$ cat src/hdl/dac_test_params.svh
// constants for the dac checksum and sense test block
`ifndef DAC_TEST_PARAMS_SVH
`define DAC_TEST_PARAMS_SVH

// ***********************************
// indirect register indices
// ***********************************
`define LINE_SEL_IDX   8'h2c
`define LOW_BYTE_IDX   8'h2d
`define HIGH_BYTE_IDX  8'h2e
`define SENSE_IDX      8'h2f
`define ID_IDX         8'h3f

// ***********************************
// field positions and reset values
// ***********************************
`define SENSE_DIS_BIT  7
`define LINE_SEL_RST   5'h00
`define SENSE_DIS_RST  1'b0
`define SENSE_RES_RST  3'h0
`define SYNC_RST_VAL   8'h3f

// ***********************************
// checksum constants
// ***********************************
`define CRC_POLY       16'h8005
`define CRC_SEED       16'h0000
`define GREEN_BASE     5'h08
`define BLUE_BASE      5'h10
`define LAST_LINE      5'h17

`endif

$ cat src/hdl/dac_test_pkg.sv
// types shared by the dac checksum and sense test block
package dac_test_pkg;

    // retrace tracking, gray coded from wait to first to done
    typedef enum logic [1:0]
    {
        RT_WAIT  = 2'b00,
        RT_FIRST = 2'b01,
        RT_DONE  = 2'b11
    } retrace_state_t;

    typedef logic [15:0] crc_word_t;

endpackage : dac_test_pkg
$ cat src/hdl/crc_if.sv
// link between the test controller and the checksum engine
`timescale 1ns/1ps
interface crc_if;
    logic                   shift;
    logic                   clear;
    logic                   din;
    dac_test_pkg::crc_word_t crc;

    modport ctrl   (output shift, output clear, output din, input crc);
    modport engine (input shift, input clear, input din, output crc);
endinterface : crc_if

$ cat src/hdl/crc16_engine.sv
// serial 16-bit checksum accumulator, x^16 + x^15 + x^2 + 1
`timescale 1ns/1ps
`include "dac_test_params.svh"
module crc16_engine
(
    input  wire logic ref_clk_i,
    input  wire logic rst_n_i,
    crc_if.engine     eng
);

    dac_test_pkg::crc_word_t acc;
    dac_test_pkg::crc_word_t next_acc;
    logic                    fb;

    // next remainder: clear beats shift
    always_comb
    begin
        fb       = acc[15] ^ eng.din;
        next_acc = acc;
        if (eng.clear)
        begin
            next_acc = `CRC_SEED;
        end
        else if (eng.shift)
        begin
            next_acc = {acc[14:0], 1'b0} ^ (fb ? `CRC_POLY : 16'h0000);
        end
    end

    // remainder register
    always_ff @(posedge ref_clk_i or negedge rst_n_i)
    begin
        if (!rst_n_i)
            acc <= `CRC_SEED;
        else
            acc <= next_acc;
    end

    assign eng.crc = acc;

    // ***********************************
    // assertions
    // ***********************************
    a_clear_seed: assert property (
        @(posedge ref_clk_i) disable iff (!rst_n_i)
        eng.clear |=> acc == `CRC_SEED)
        else $error("accumulator not cleared");

    a_shift_poly: assert property (
        @(posedge ref_clk_i) disable iff (!rst_n_i)
        (eng.shift && !eng.clear) |=>
        acc == ({$past(acc[14:0]), 1'b0}
                ^ (($past(acc[15]) ^ $past(eng.din)) ? `CRC_POLY : 16'h0000)))
        else $error("bad polynomial step");

    a_hold_idle: assert property (
        @(posedge ref_clk_i) disable iff (!rst_n_i)
        (!eng.shift && !eng.clear) |=> $stable(acc))
        else $error("accumulator moved while idle");

endmodule : crc16_engine

$ cat src/flat_wrapper.sv
// flat-port wrapper written by rule: the top's interface ports become plain ports
module crc16_engine_flat 
  (ref_clk_i, rst_n_i, eng_shift, eng_clear, eng_din, eng_crc);
  crc_if eng_i ();
  input  wire logic ref_clk_i;
  input  wire logic rst_n_i;
  input wire logic [$bits(eng_i.shift)-1:0] eng_shift;
  input wire logic [$bits(eng_i.clear)-1:0] eng_clear;
  input wire logic [$bits(eng_i.din)-1:0] eng_din;
  output wire logic [$bits(eng_i.crc)-1:0] eng_crc;
  assign eng_i.shift = eng_shift;
  assign eng_i.clear = eng_clear;
  assign eng_i.din = eng_din;
  assign eng_crc = eng_i.crc;
  crc16_engine u_core (.ref_clk_i(ref_clk_i), .rst_n_i(rst_n_i), .eng(eng_i));
endmodule
$ cat config.mk
export PLATFORM = sky130hd
export DESIGN_NAME = crc16_engine_flat
export DESIGN_NICKNAME = d
export VERILOG_FILES = /design/src/hdl/dac_test_pkg.sv /design/src/hdl/crc_if.sv /design/src/hdl/crc16_engine.sv /design/src/flat_wrapper.sv
export VERILOG_INCLUDE_DIRS = /design/src /design/src/hdl
export SDC_FILE = /design/constraint.sdc
export NUM_CORES = 1
export LEC_CHECK = 0
export BUFFER_PORTS_ARGS = -buffer_cell sky130_fd_sc_hd__buf_2
export CORE_UTILIZATION = 50
export DETAILED_ROUTE_END_ITERATION = 8
export PLACE_DENSITY = 0.85
export SYNTH_ARGS = -nofsm -noshare
export SYNTH_HDL_FRONTEND = slang
export SYNTH_SLANG_ARGS = --single-unit
$ cat constraint.sdc
create_clock -name ref_clk_i -period 2 [get_ports ref_clk_i]
set_clock_uncertainty 0.1 [all_clocks]
set_input_delay 0.1 -clock ref_clk_i [delete_from_list [all_inputs] [get_ports ref_clk_i]]
set_output_delay 0.1 -clock ref_clk_i [all_outputs]
set_load 0.02 [all_outputs]
==> After elaboration in Yosys (flattened, before gate mapping) <==
Index checks and enable logic that the tools add are counted.
{ "word_totals": {"ff_bits": 16, "input_bits": 5, "elab_cells": 7} }
{ "classes": {"muxes": 3, "bitwise_logic": 2, "n_reduce_logical": 1} }
{ "op_table": {"columns": ["operator", "count"], "rows": [
  ["16-bit 2-to-1 mux", 3],
  ["16-bit bitwise XOR", 1],
  ["2-bit nonzero test", 1],
  ["1-bit bitwise XOR", 1]
]} }

==> Longest topological paths before layout <==
Gate-level depths: netlist (run 1).
{ "logic_depth": {"word_depth": 5, "mapped_depth": 4, "depth_no_buf": 3} }

==> Worst setup path after synthesis (run 1) <==
No wires, ideal clock.
{ "synth_timing": {"path_kind": "flip-flop to flip-flop", "startpoint": "reg u_core.acc[14], in the netlist u_core.eng.crc[14]", "endpoint": "reg u_core.acc[15], in the netlist u_core.eng.crc[15]", "setup_ns": 0.120, "arrival_ns": 0.899, "t_required_ns": 1.780, "path_slack_ns": 0.881, "path_stages_with_launch": 4, "n_path_buf": 0, "path_cell_list": "dfrtp_1 xor2_1 a21oi_1 a31o_1"} }
{ "synth_between": {"elab_chain_len": 3} }
{ "synth_lines": {"columns": ["element", "line_no", "rtl"], "rows": [
  ["start, declared", "crc16_engine.sv:11", "dac_test_pkg::crc_word_t acc;"],
  ["start signal, assigned", "crc16_engine.sv:34", "acc <= `CRC_SEED;"],
  ["start signal, assigned", "crc16_engine.sv:36", "acc <= next_acc;"],
  ["16-bit bitwise XOR", "crc16_engine.sv:26", "next_acc = {acc[14:0], 1'b0} ^ (fb ? `CRC_POLY : 16'h0000);"],
  ["16-bit 2-to-1 mux", "crc16_engine.sv:24", "else if (eng.shift)"],
  ["16-bit 2-to-1 mux", "crc16_engine.sv:20", "if (eng.clear)"]
]} }
Every way passes these cells. The select of a mux whose other input is x is not followed.
A chain may end at the register's enable or synchronous reset.

==> Worst setup path in the final report (run 1) <==
{ "layout_timing": {"startpoint": "reg u_core.acc[15], in the netlist u_core.eng.crc[15]", "endpoint": "reg u_core.acc[2], in the netlist u_core.eng.crc[2]"} }
{ "layout_between": {"elab_chain_len": 5} }
{ "layout_lines": {"columns": ["element", "line_no", "rtl"], "rows": [
  ["1-bit bitwise XOR", "crc16_engine.sv:18", "fb = acc[15] ^ eng.din;"],
  ["16-bit 2-to-1 mux", "crc16_engine.sv:26", null],
  ["16-bit bitwise XOR", "crc16_engine.sv:26", null],
  ["16-bit 2-to-1 mux", "crc16_engine.sv:24", null],
  ["16-bit 2-to-1 mux", "crc16_engine.sv:20", null]
]} }
Every way passes these cells. The select of a mux whose other input is x is not followed.

==> results of run 1 <==
## final cells by class
type / instances / area, um2
Multi-Input combinational cell: 39 / 267.8
Sequential cell: 16 / 400.4
Tap cell: 15 / 18.77
Timing Repair Buffer: 21 / 110.1
Clock buffer: 4 / 36.28
Fill cell: 107 / 467.9
## worst reg2reg max path, cell delays in order, from the launching register on
cell and delay, ns:
sky130_fd_sc_hd__dfrtp_1 0.43, sky130_fd_sc_hd__xnor2_1 0.30, sky130_fd_sc_hd__nand4b_1 0.14, sky130_fd_sc_hd__o221ai_1 0.10
## cell usage after synthesis (all sizes together)
cell	count
mux2i	13
nand4b	1
a31o	1
nand2b	2
o221ai	1
dfrtp	16
a211oi	1
xor2	1
buf	4
a21oi	1
nand2	1
nor2	16
xnor2	1
## power by group
group | switching [mW] | total [mW] | internal [mW] | leakage (nW)
Clock | 0.0918 | 0.202 | 0.111 | 0.0210
Combinational | 0.0408 | 0.0647 | 0.0238 | 0.229
Sequential | 0.00646 | 0.337 | 0.330 | 0.221
## cell usage in the layout, fill, tap and decap left out
cell type	count
sky130_fd_sc_hd__nand4b_1	1
sky130_fd_sc_hd__nand2b_1	2
sky130_fd_sc_hd__clkbuf_4	3
sky130_fd_sc_hd__xnor2_1	1
sky130_fd_sc_hd__nor2_1	16
sky130_fd_sc_hd__xor2_1	1
sky130_fd_sc_hd__mux2i_1	13
sky130_fd_sc_hd__a31o_1	1
sky130_fd_sc_hd__o221ai_1	1
sky130_fd_sc_hd__dfrtp_1	16
sky130_fd_sc_hd__dlygate4sd3_1	1
sky130_fd_sc_hd__a21oi_1	1
sky130_fd_sc_hd__nand2_1	1
sky130_fd_sc_hd__a211oi_2	1
sky130_fd_sc_hd__clkbuf_8	1
sky130_fd_sc_hd__buf_2	20
## logic make-up after synthesis
logic type | count (synthesis) | synth area share (%)
DFF | 16 | 57.45
AOI/OAI and AO/OA | 4 | 5.026
muxes | 13 | 18.67
xor gates and xnor gates | 2 | 2.514
and+or+nand+nor | 20 | 12.21
buffers and inverters | 4 | 4.130
## metal layers
layer	part of all wire, %	up-vias
met5	0	-
met4	1.7	0
met3	4.3	2
met2	49	11
met1	44	244
li1	-	241
## repair_timing
action | 4_1_cts | 5_1_grt
hold buffers | 1 | 0
endpoints found under the hold margin | 16 | 0
setup buffers | 0 | 0
## path summary, 6_finish.rpt
| check | slack (ns) | cells after the start | end |
|---|---|---|---|
| worst max-delay path | 0.86 | 3 | u_core.eng.crc[2] |
| worst min-delay path | 0.09 | 2 | u_core.eng.crc[12] |
| worst max register to register | 0.86 | 3 | u_core.eng.crc[2] |
| worst min register to register | 0.45 | 2 | u_core.eng.crc[6] |
| max in group asynchronous | 1.39 | 2 | u_core.eng.crc[8] |
| min in group asynchronous | 0.15 | 2 | u_core.eng.crc[3] |
==> results.rst, run 1 <==
.. list-table::
   :header-rows: 1

   * - Metric
     - Value
   * - Result of the run
     - finished, final reports clean
   * - Count of non-filler cells in the finished layout
     - 95
   * - Synth-to-layout area growth
     - 19.57%
   * - Die span in x
     - 39.34 um
   * - Final period utilization
     - 57.10%
   * - Peak VDD IR
     - 0.0006710 V
   * - Height of the die
     - 39.34 um
   * - Count of clock tree sinks
     - 16
   * - Final sum of negative setup slack
     - 0 ns
   * - Share of final-layout standard cells stronger than drive strength 1
     - 31.25%
   * - Met2 GRT Util
     - 27.92%
   * - Launching element of the worst setup path
     - u_core.eng.crc[15]
   * - Post-layout util
     - 64.04%
   * - Leakage component of the power
     - 0.4708 nW
   * - Avg WL per Cell
     - 12.46 um
   * - Post-synthesis instance area
     - 696.9 um2
   * - H-tree levels
     - 1
   * - CTS resizes
     - 0
   * - Min Clock Period, post-route
     - 1.142 ns
   * - Final instance area
     - 833.3 um2
   * - Grt total ovfl
     - 0
   * - Bufs and invs on worst path
     - 0
   * - Area inside the core boundary
     - 1301 um2
   * - Unrepaired setup endpoints after global routing
     - no
   * - Setup ws final
     - 0.8580 ns
   * - CP max FO
     - 4
   * - Remaining antenna violation count
     - 0
   * - Net count of the mapped netlist
     - 64
   * - GR met3 Demand/Resource
     - 1.705%
   * - Maximum number of buffers from clock root to sink
     - 2
   * - Antenna violations before repair
     - 0
   * - Cell family with the largest share of critical-path delay
     - flip-flops
   * - Number of antenna cells inserted
     - 0
   * - Number of synthesized register bits
     - 16
   * - Post-route DRC violation count
     - 0
   * - Total placed instance area
     - 787.0 um2
   * - Clock latency on the worst-skew pair
     - 0.27 ns
   * - CP endpoint kind
     - flip-flop
   * - DRC marker count from the first detailed-route iteration
     - 2
   * - Max-slew headroom at the worst pin
     - 68.07%
   * - Port bufs
     - 20
   * - Global-route layer with the greatest usage
     - met2
   * - Worst EP arrival
     - 1.23 ns
   * - Critical path start-end classification
     - reg -> reg
   * - Final total power
     - 0.6039 mW
   * - Worst Tran Pin Value
     - 0.4790 ns
   * - Area share of the largest cell type after synthesis
     - 57.45%
   * - Fraction of the yosys area taken by sequential cells
     - 57.45%
   * - DP Cell Count
     - 90
   * - Final Slew Violations
     - 0
   * - Post-Synthesis Mean Instance Area
     - 11.81 um2
   * - Final setup vio count
     - 0
   * - Clock slew seen by the registers of the worst setup and hold paths
     - 0.09 ns
   * - Number of global-route vias before repair
     - 441
   * - Data required time at the worst endpoint
     - 2.09 ns
   * - Via count of the routed design
     - 498
   * - Origin of the critical flop-to-flop path
     - u_core.eng.crc[15]
   * - Max Fclk
     - 875.6 MHz
   * - Number of library cell types mapped by synthesis
     - 15
   * - Highest cell delay on the worst timing path
     - 0.43 ns
   * - Number of hold violations in the final report
     - 0
   * - Number of flip-flops in the largest register
     - 16
   * - Kind of start point of the critical path
     - flip-flop
   * - Syn. warnings
     - 0
   * - Crit path cell chain
     - xnor2_1 > nand4b_1 > o221ai_1
   * - Met1 demand-to-capacity share in global routing
     - 26.89%
   * - GR Util All Layers
     - 19.49%
   * - Path type of the worst min-delay path
     - in -> reg
   * - Floorplan die area
     - 1547 um2
   * - Number of iterations in the first detailed-routing pass
     - 4
   * - Largest cells by area after synthesis
     - sky130_fd_sc_hd__dfrtp_1, sky130_fd_sc_hd__mux2i_1, sky130_fd_sc_hd__nor2_1
   * - Cell Pwr Density
     - 724.7 nW/um2
   * - Via density
     - 5.242
   * - Synth area leader
     - sky130_fd_sc_hd__dfrtp_1
   * - Crit-path slowest cell
     - sky130_fd_sc_hd__dfrtp_1
   * - Cts bufs inserted
     - 3
   * - Pre-CTS WS
     - 0.8588 ns
   * - Floorplan row count
     - 13
   * - Final Routed Wirelength
     - 1184 um
   * - WHS
     - 0.09354 ns
   * - Initial Utilization
     - 53.56%
   * - HPWL reported at the end of detailed placement
     - 825.9 um
   * - TritonCTS clock tree
     - built
   * - IO Pins
     - 21
   * - Start point of the worst hold path
     - eng_clear
   * - Number of standard cells after synthesis
     - 59
   * - Global-route wire length before repair
     - 1925 um
   * - GP Congestion
     - 0.6586
   * - Pin count of the biggest net entering global routing
     - 21
   * - Total of max-cap violations
     - 0
   * - Clock Tree Root
     - sky130_fd_sc_hd__clkbuf_4
   * - Net count of the finished layout
     - 86
No activity file was read; power rests on OpenSTA's default activity.
==> inputs of run 2 (changes only) <==
--- a/config.mk
+++ b/config.mk
@@ -7,9 +7,9 @@
 export NUM_CORES = 1
 export LEC_CHECK = 0
 export BUFFER_PORTS_ARGS = -buffer_cell sky130_fd_sc_hd__buf_2
-export CORE_UTILIZATION = 50
+export CORE_UTILIZATION = 43
 export DETAILED_ROUTE_END_ITERATION = 8
-export PLACE_DENSITY = 0.85
+export PLACE_DENSITY = 0.78
 export SYNTH_ARGS = -nofsm -noshare
 export SYNTH_HDL_FRONTEND = slang
 export SYNTH_SLANG_ARGS = --single-unit
==> constraint.sdc (replaced) <==
create_clock -name ref_clk_i -period 1 [get_ports ref_clk_i]
set_clock_uncertainty 0.1 [all_clocks]
set_input_delay 0.05 -clock ref_clk_i [delete_from_list [all_inputs] [get_ports ref_clk_i]]
set_output_delay 0.05 -clock ref_clk_i [all_outputs]
set_load 0.02 [all_outputs]
==> results.rst, run 2 (synthesis results as in run 1) <==
.. list-table::
   :header-rows: 1

   * - Metric
     - Value
   * - Result of the run
     - complete, but fails checks
   * - Violated checks
     - negative setup slack
   * - Number of antenna cells inserted
     - 0
   * - Path type of the worst min-delay path
     - in -> reg
   * - DP Cell Count
     - 94
   * - H-tree levels
     - 1
   * - Post-layout util
     - 74.00%
   * - HPWL reported at the end of detailed placement
     - 874.8 um
   * - Final instance area
     - 1115 um2
   * - Final Routed Wirelength
     - 1702 um
   * - Clock latency on the worst-skew pair
     - 0.29 ns
   * - Peak VDD IR
     - 0.0007688 V
   * - GR Util All Layers
     - 18.02%
   * - Via density
     - 5.254
   * - Clock Tree Root
     - sky130_fd_sc_hd__clkbuf_4
   * - Count of non-filler cells in the finished layout
     - 114
   * - Setup ws final
     - -0.1175 ns
   * - Fillers
     - 93
   * - Final Slew Violations
     - 0
   * - CP max FO
     - 2
   * - Count of clock tree sinks
     - 16
   * - Final setup vio count
     - 11
   * - Worst Tran Pin Value
     - 0.3438 ns
   * - Number of hold violations in the final report
     - 0
   * - Pin count of the biggest net entering global routing
     - 21
   * - Clock slew seen by the registers of the worst setup and hold paths
     - 0.09 ns
   * - Number of global-route vias before repair
     - 548
   * - Final period utilization
     - 111.8%
   * - Die span in x
     - 42.26 um
   * - Port bufs
     - 20
   * - Avg WL per Cell
     - 14.93 um
   * - Maximum number of buffers from clock root to sink
     - 2
   * - Top library cells by usage in the layout, fill and taps aside
     - sky130_fd_sc_hd__nor2_1, sky130_fd_sc_hd__buf_6, sky130_fd_sc_hd__buf_4
   * - Total of max-cap violations
     - 0
   * - Area inside the core boundary
     - 1506 um2
   * - Antenna violations before repair
     - 0
   * - Synth-to-layout area growth
     - 59.96%
   * - Cts bufs inserted
     - 3
   * - Share of final-layout standard cells stronger than drive strength 1
     - 48.98%
   * - Worst EP arrival
     - 0.97 ns
   * - GP Congestion
     - 0.7536
   * - DRC marker count from the first detailed-route iteration
     - 6
   * - Grt total ovfl
     - 0
   * - Total placed instance area
     - 833.3 um2
   * - Number of iterations in the first detailed-routing pass
     - 4
   * - Via count of the routed design
     - 599
   * - Max Fclk
     - 894.8 MHz
   * - Net count of the finished layout
     - 104
   * - Cell Pwr Density
     - 1124 nW/um2
   * - Post-route DRC violation count
     - 0
   * - Leakage component of the power
     - 0.5775 nW
   * - IO Pins
     - 21
   * - Height of the die
     - 42.26 um
   * - Unrepaired setup endpoints after global routing
     - yes
   * - Floorplan die area
     - 1786 um2
   * - Min Clock Period, post-route
     - 1.118 ns
   * - Max-slew headroom at the worst pin
     - 77.08%
   * - TritonCTS clock tree
     - built
   * - Global-route wire length before repair
     - 2401 um
   * - Initial Utilization
     - 46.26%
   * - Data required time at the worst endpoint
     - 0.85 ns
   * - Remaining antenna violation count
     - 0
   * - Number of flip-flops in the largest register
     - 16
   * - Kind of start point of the critical path
     - flip-flop
   * - Critical path start-end classification
     - reg -> out
   * - CP endpoint kind
     - output pin
   * - Floorplan row count
     - 14
[run 2: cell types whose count changed in the layout (fill, tap and decap cells not counted), moves of 2 or more]
cell | previous run | this run
sky130_fd_sc_hd__buf_2 | 20 | 5
sky130_fd_sc_hd__buf_4 | 0 | 15
sky130_fd_sc_hd__buf_6 | 0 | 16
sky130_fd_sc_hd__dfrtp_1 | 16 | 14
sky130_fd_sc_hd__dfrtp_2 | 0 | 2
[run 2: path summary, 6_finish.rpt]
kind	from	to	slack [ns]	depth (start not counted)
min in group asynchronous	rst_n_i	u_core.eng.crc[10]	0.09	2
min reg2reg	u_core.eng.crc[11]	u_core.eng.crc[11]	0.50	2
min	eng_shift	u_core.eng.crc[0]	0.05	3
max	u_core.eng.crc[14]	eng_crc[14]	-0.12	2
max reg2reg	u_core.eng.crc[14]	u_core.eng.crc[14]	-0.07	4
max in group asynchronous	rst_n_i	u_core.eng.crc[14]	0.44	2
[run 2: area by class of cell]
| cell class | instances | area, um2 | area share (%) |
|---|---|---|---|
| Sequential cell | 16 | 402.9 | 36.14 |
| Timing Repair Buffer | 39 | 357.8 | 32.10 |
| Multi-Input combinational cell | 39 | 307.8 | 27.61 |
| Clock buffer | 4 | 26.28 | 2.357 |
| Tap cell | 16 | 20.02 | 1.796 |
[run 2: power by group]
group / internal, mW / leakage (nW) / switching (mW)
clock: 0.155 / 0.0150 / 0.213
sequential: 0.662 / 0.218 / 0.0171
combinational: 0.103 / 0.345 / 0.103
[run 2: per-layer routing]
layer  global-route usage (%)  share of wire, %
met1                    23.58                44
met2                    28.92                51
met3                    1.293               2.3
met4                    11.25               2.5
met5                        0                 0
[run 2: timing repair]
item,in CTS,in global routing
hold buffers,2,0
buffers inserted,11,3
hold endpoints to repair,17,0
resized for setup,9,27
pin swaps,0,1
gates cloned,0,0
setup endpoints to repair,15,20
[run 2: worst max-delay path, cell delays in order, from the launching register on]
cell                      delay (ns)
sky130_fd_sc_hd__dfrtp_2        0.44
sky130_fd_sc_hd__buf_6          0.12
sky130_fd_sc_hd__buf_6          0.12
[run 2: per-stage QoR]
step	hold WS, ns	setup WS [ns]	total power [mW]	TNS (ns)
finish	0.05032	-0.1175	1.253	-0.4476
CTS	0.01965	-0.09359	1.201	-0.3255
global placement	-0.1260	-0.01981	0.8284	-0.02541
detailed placement	-0.1251	-0.05575	0.8310	-0.09605
global route	0.05094	-0.1538	1.313	-1.129
floorplan	-0.3456	-0.08154	0.7801	-0.1266
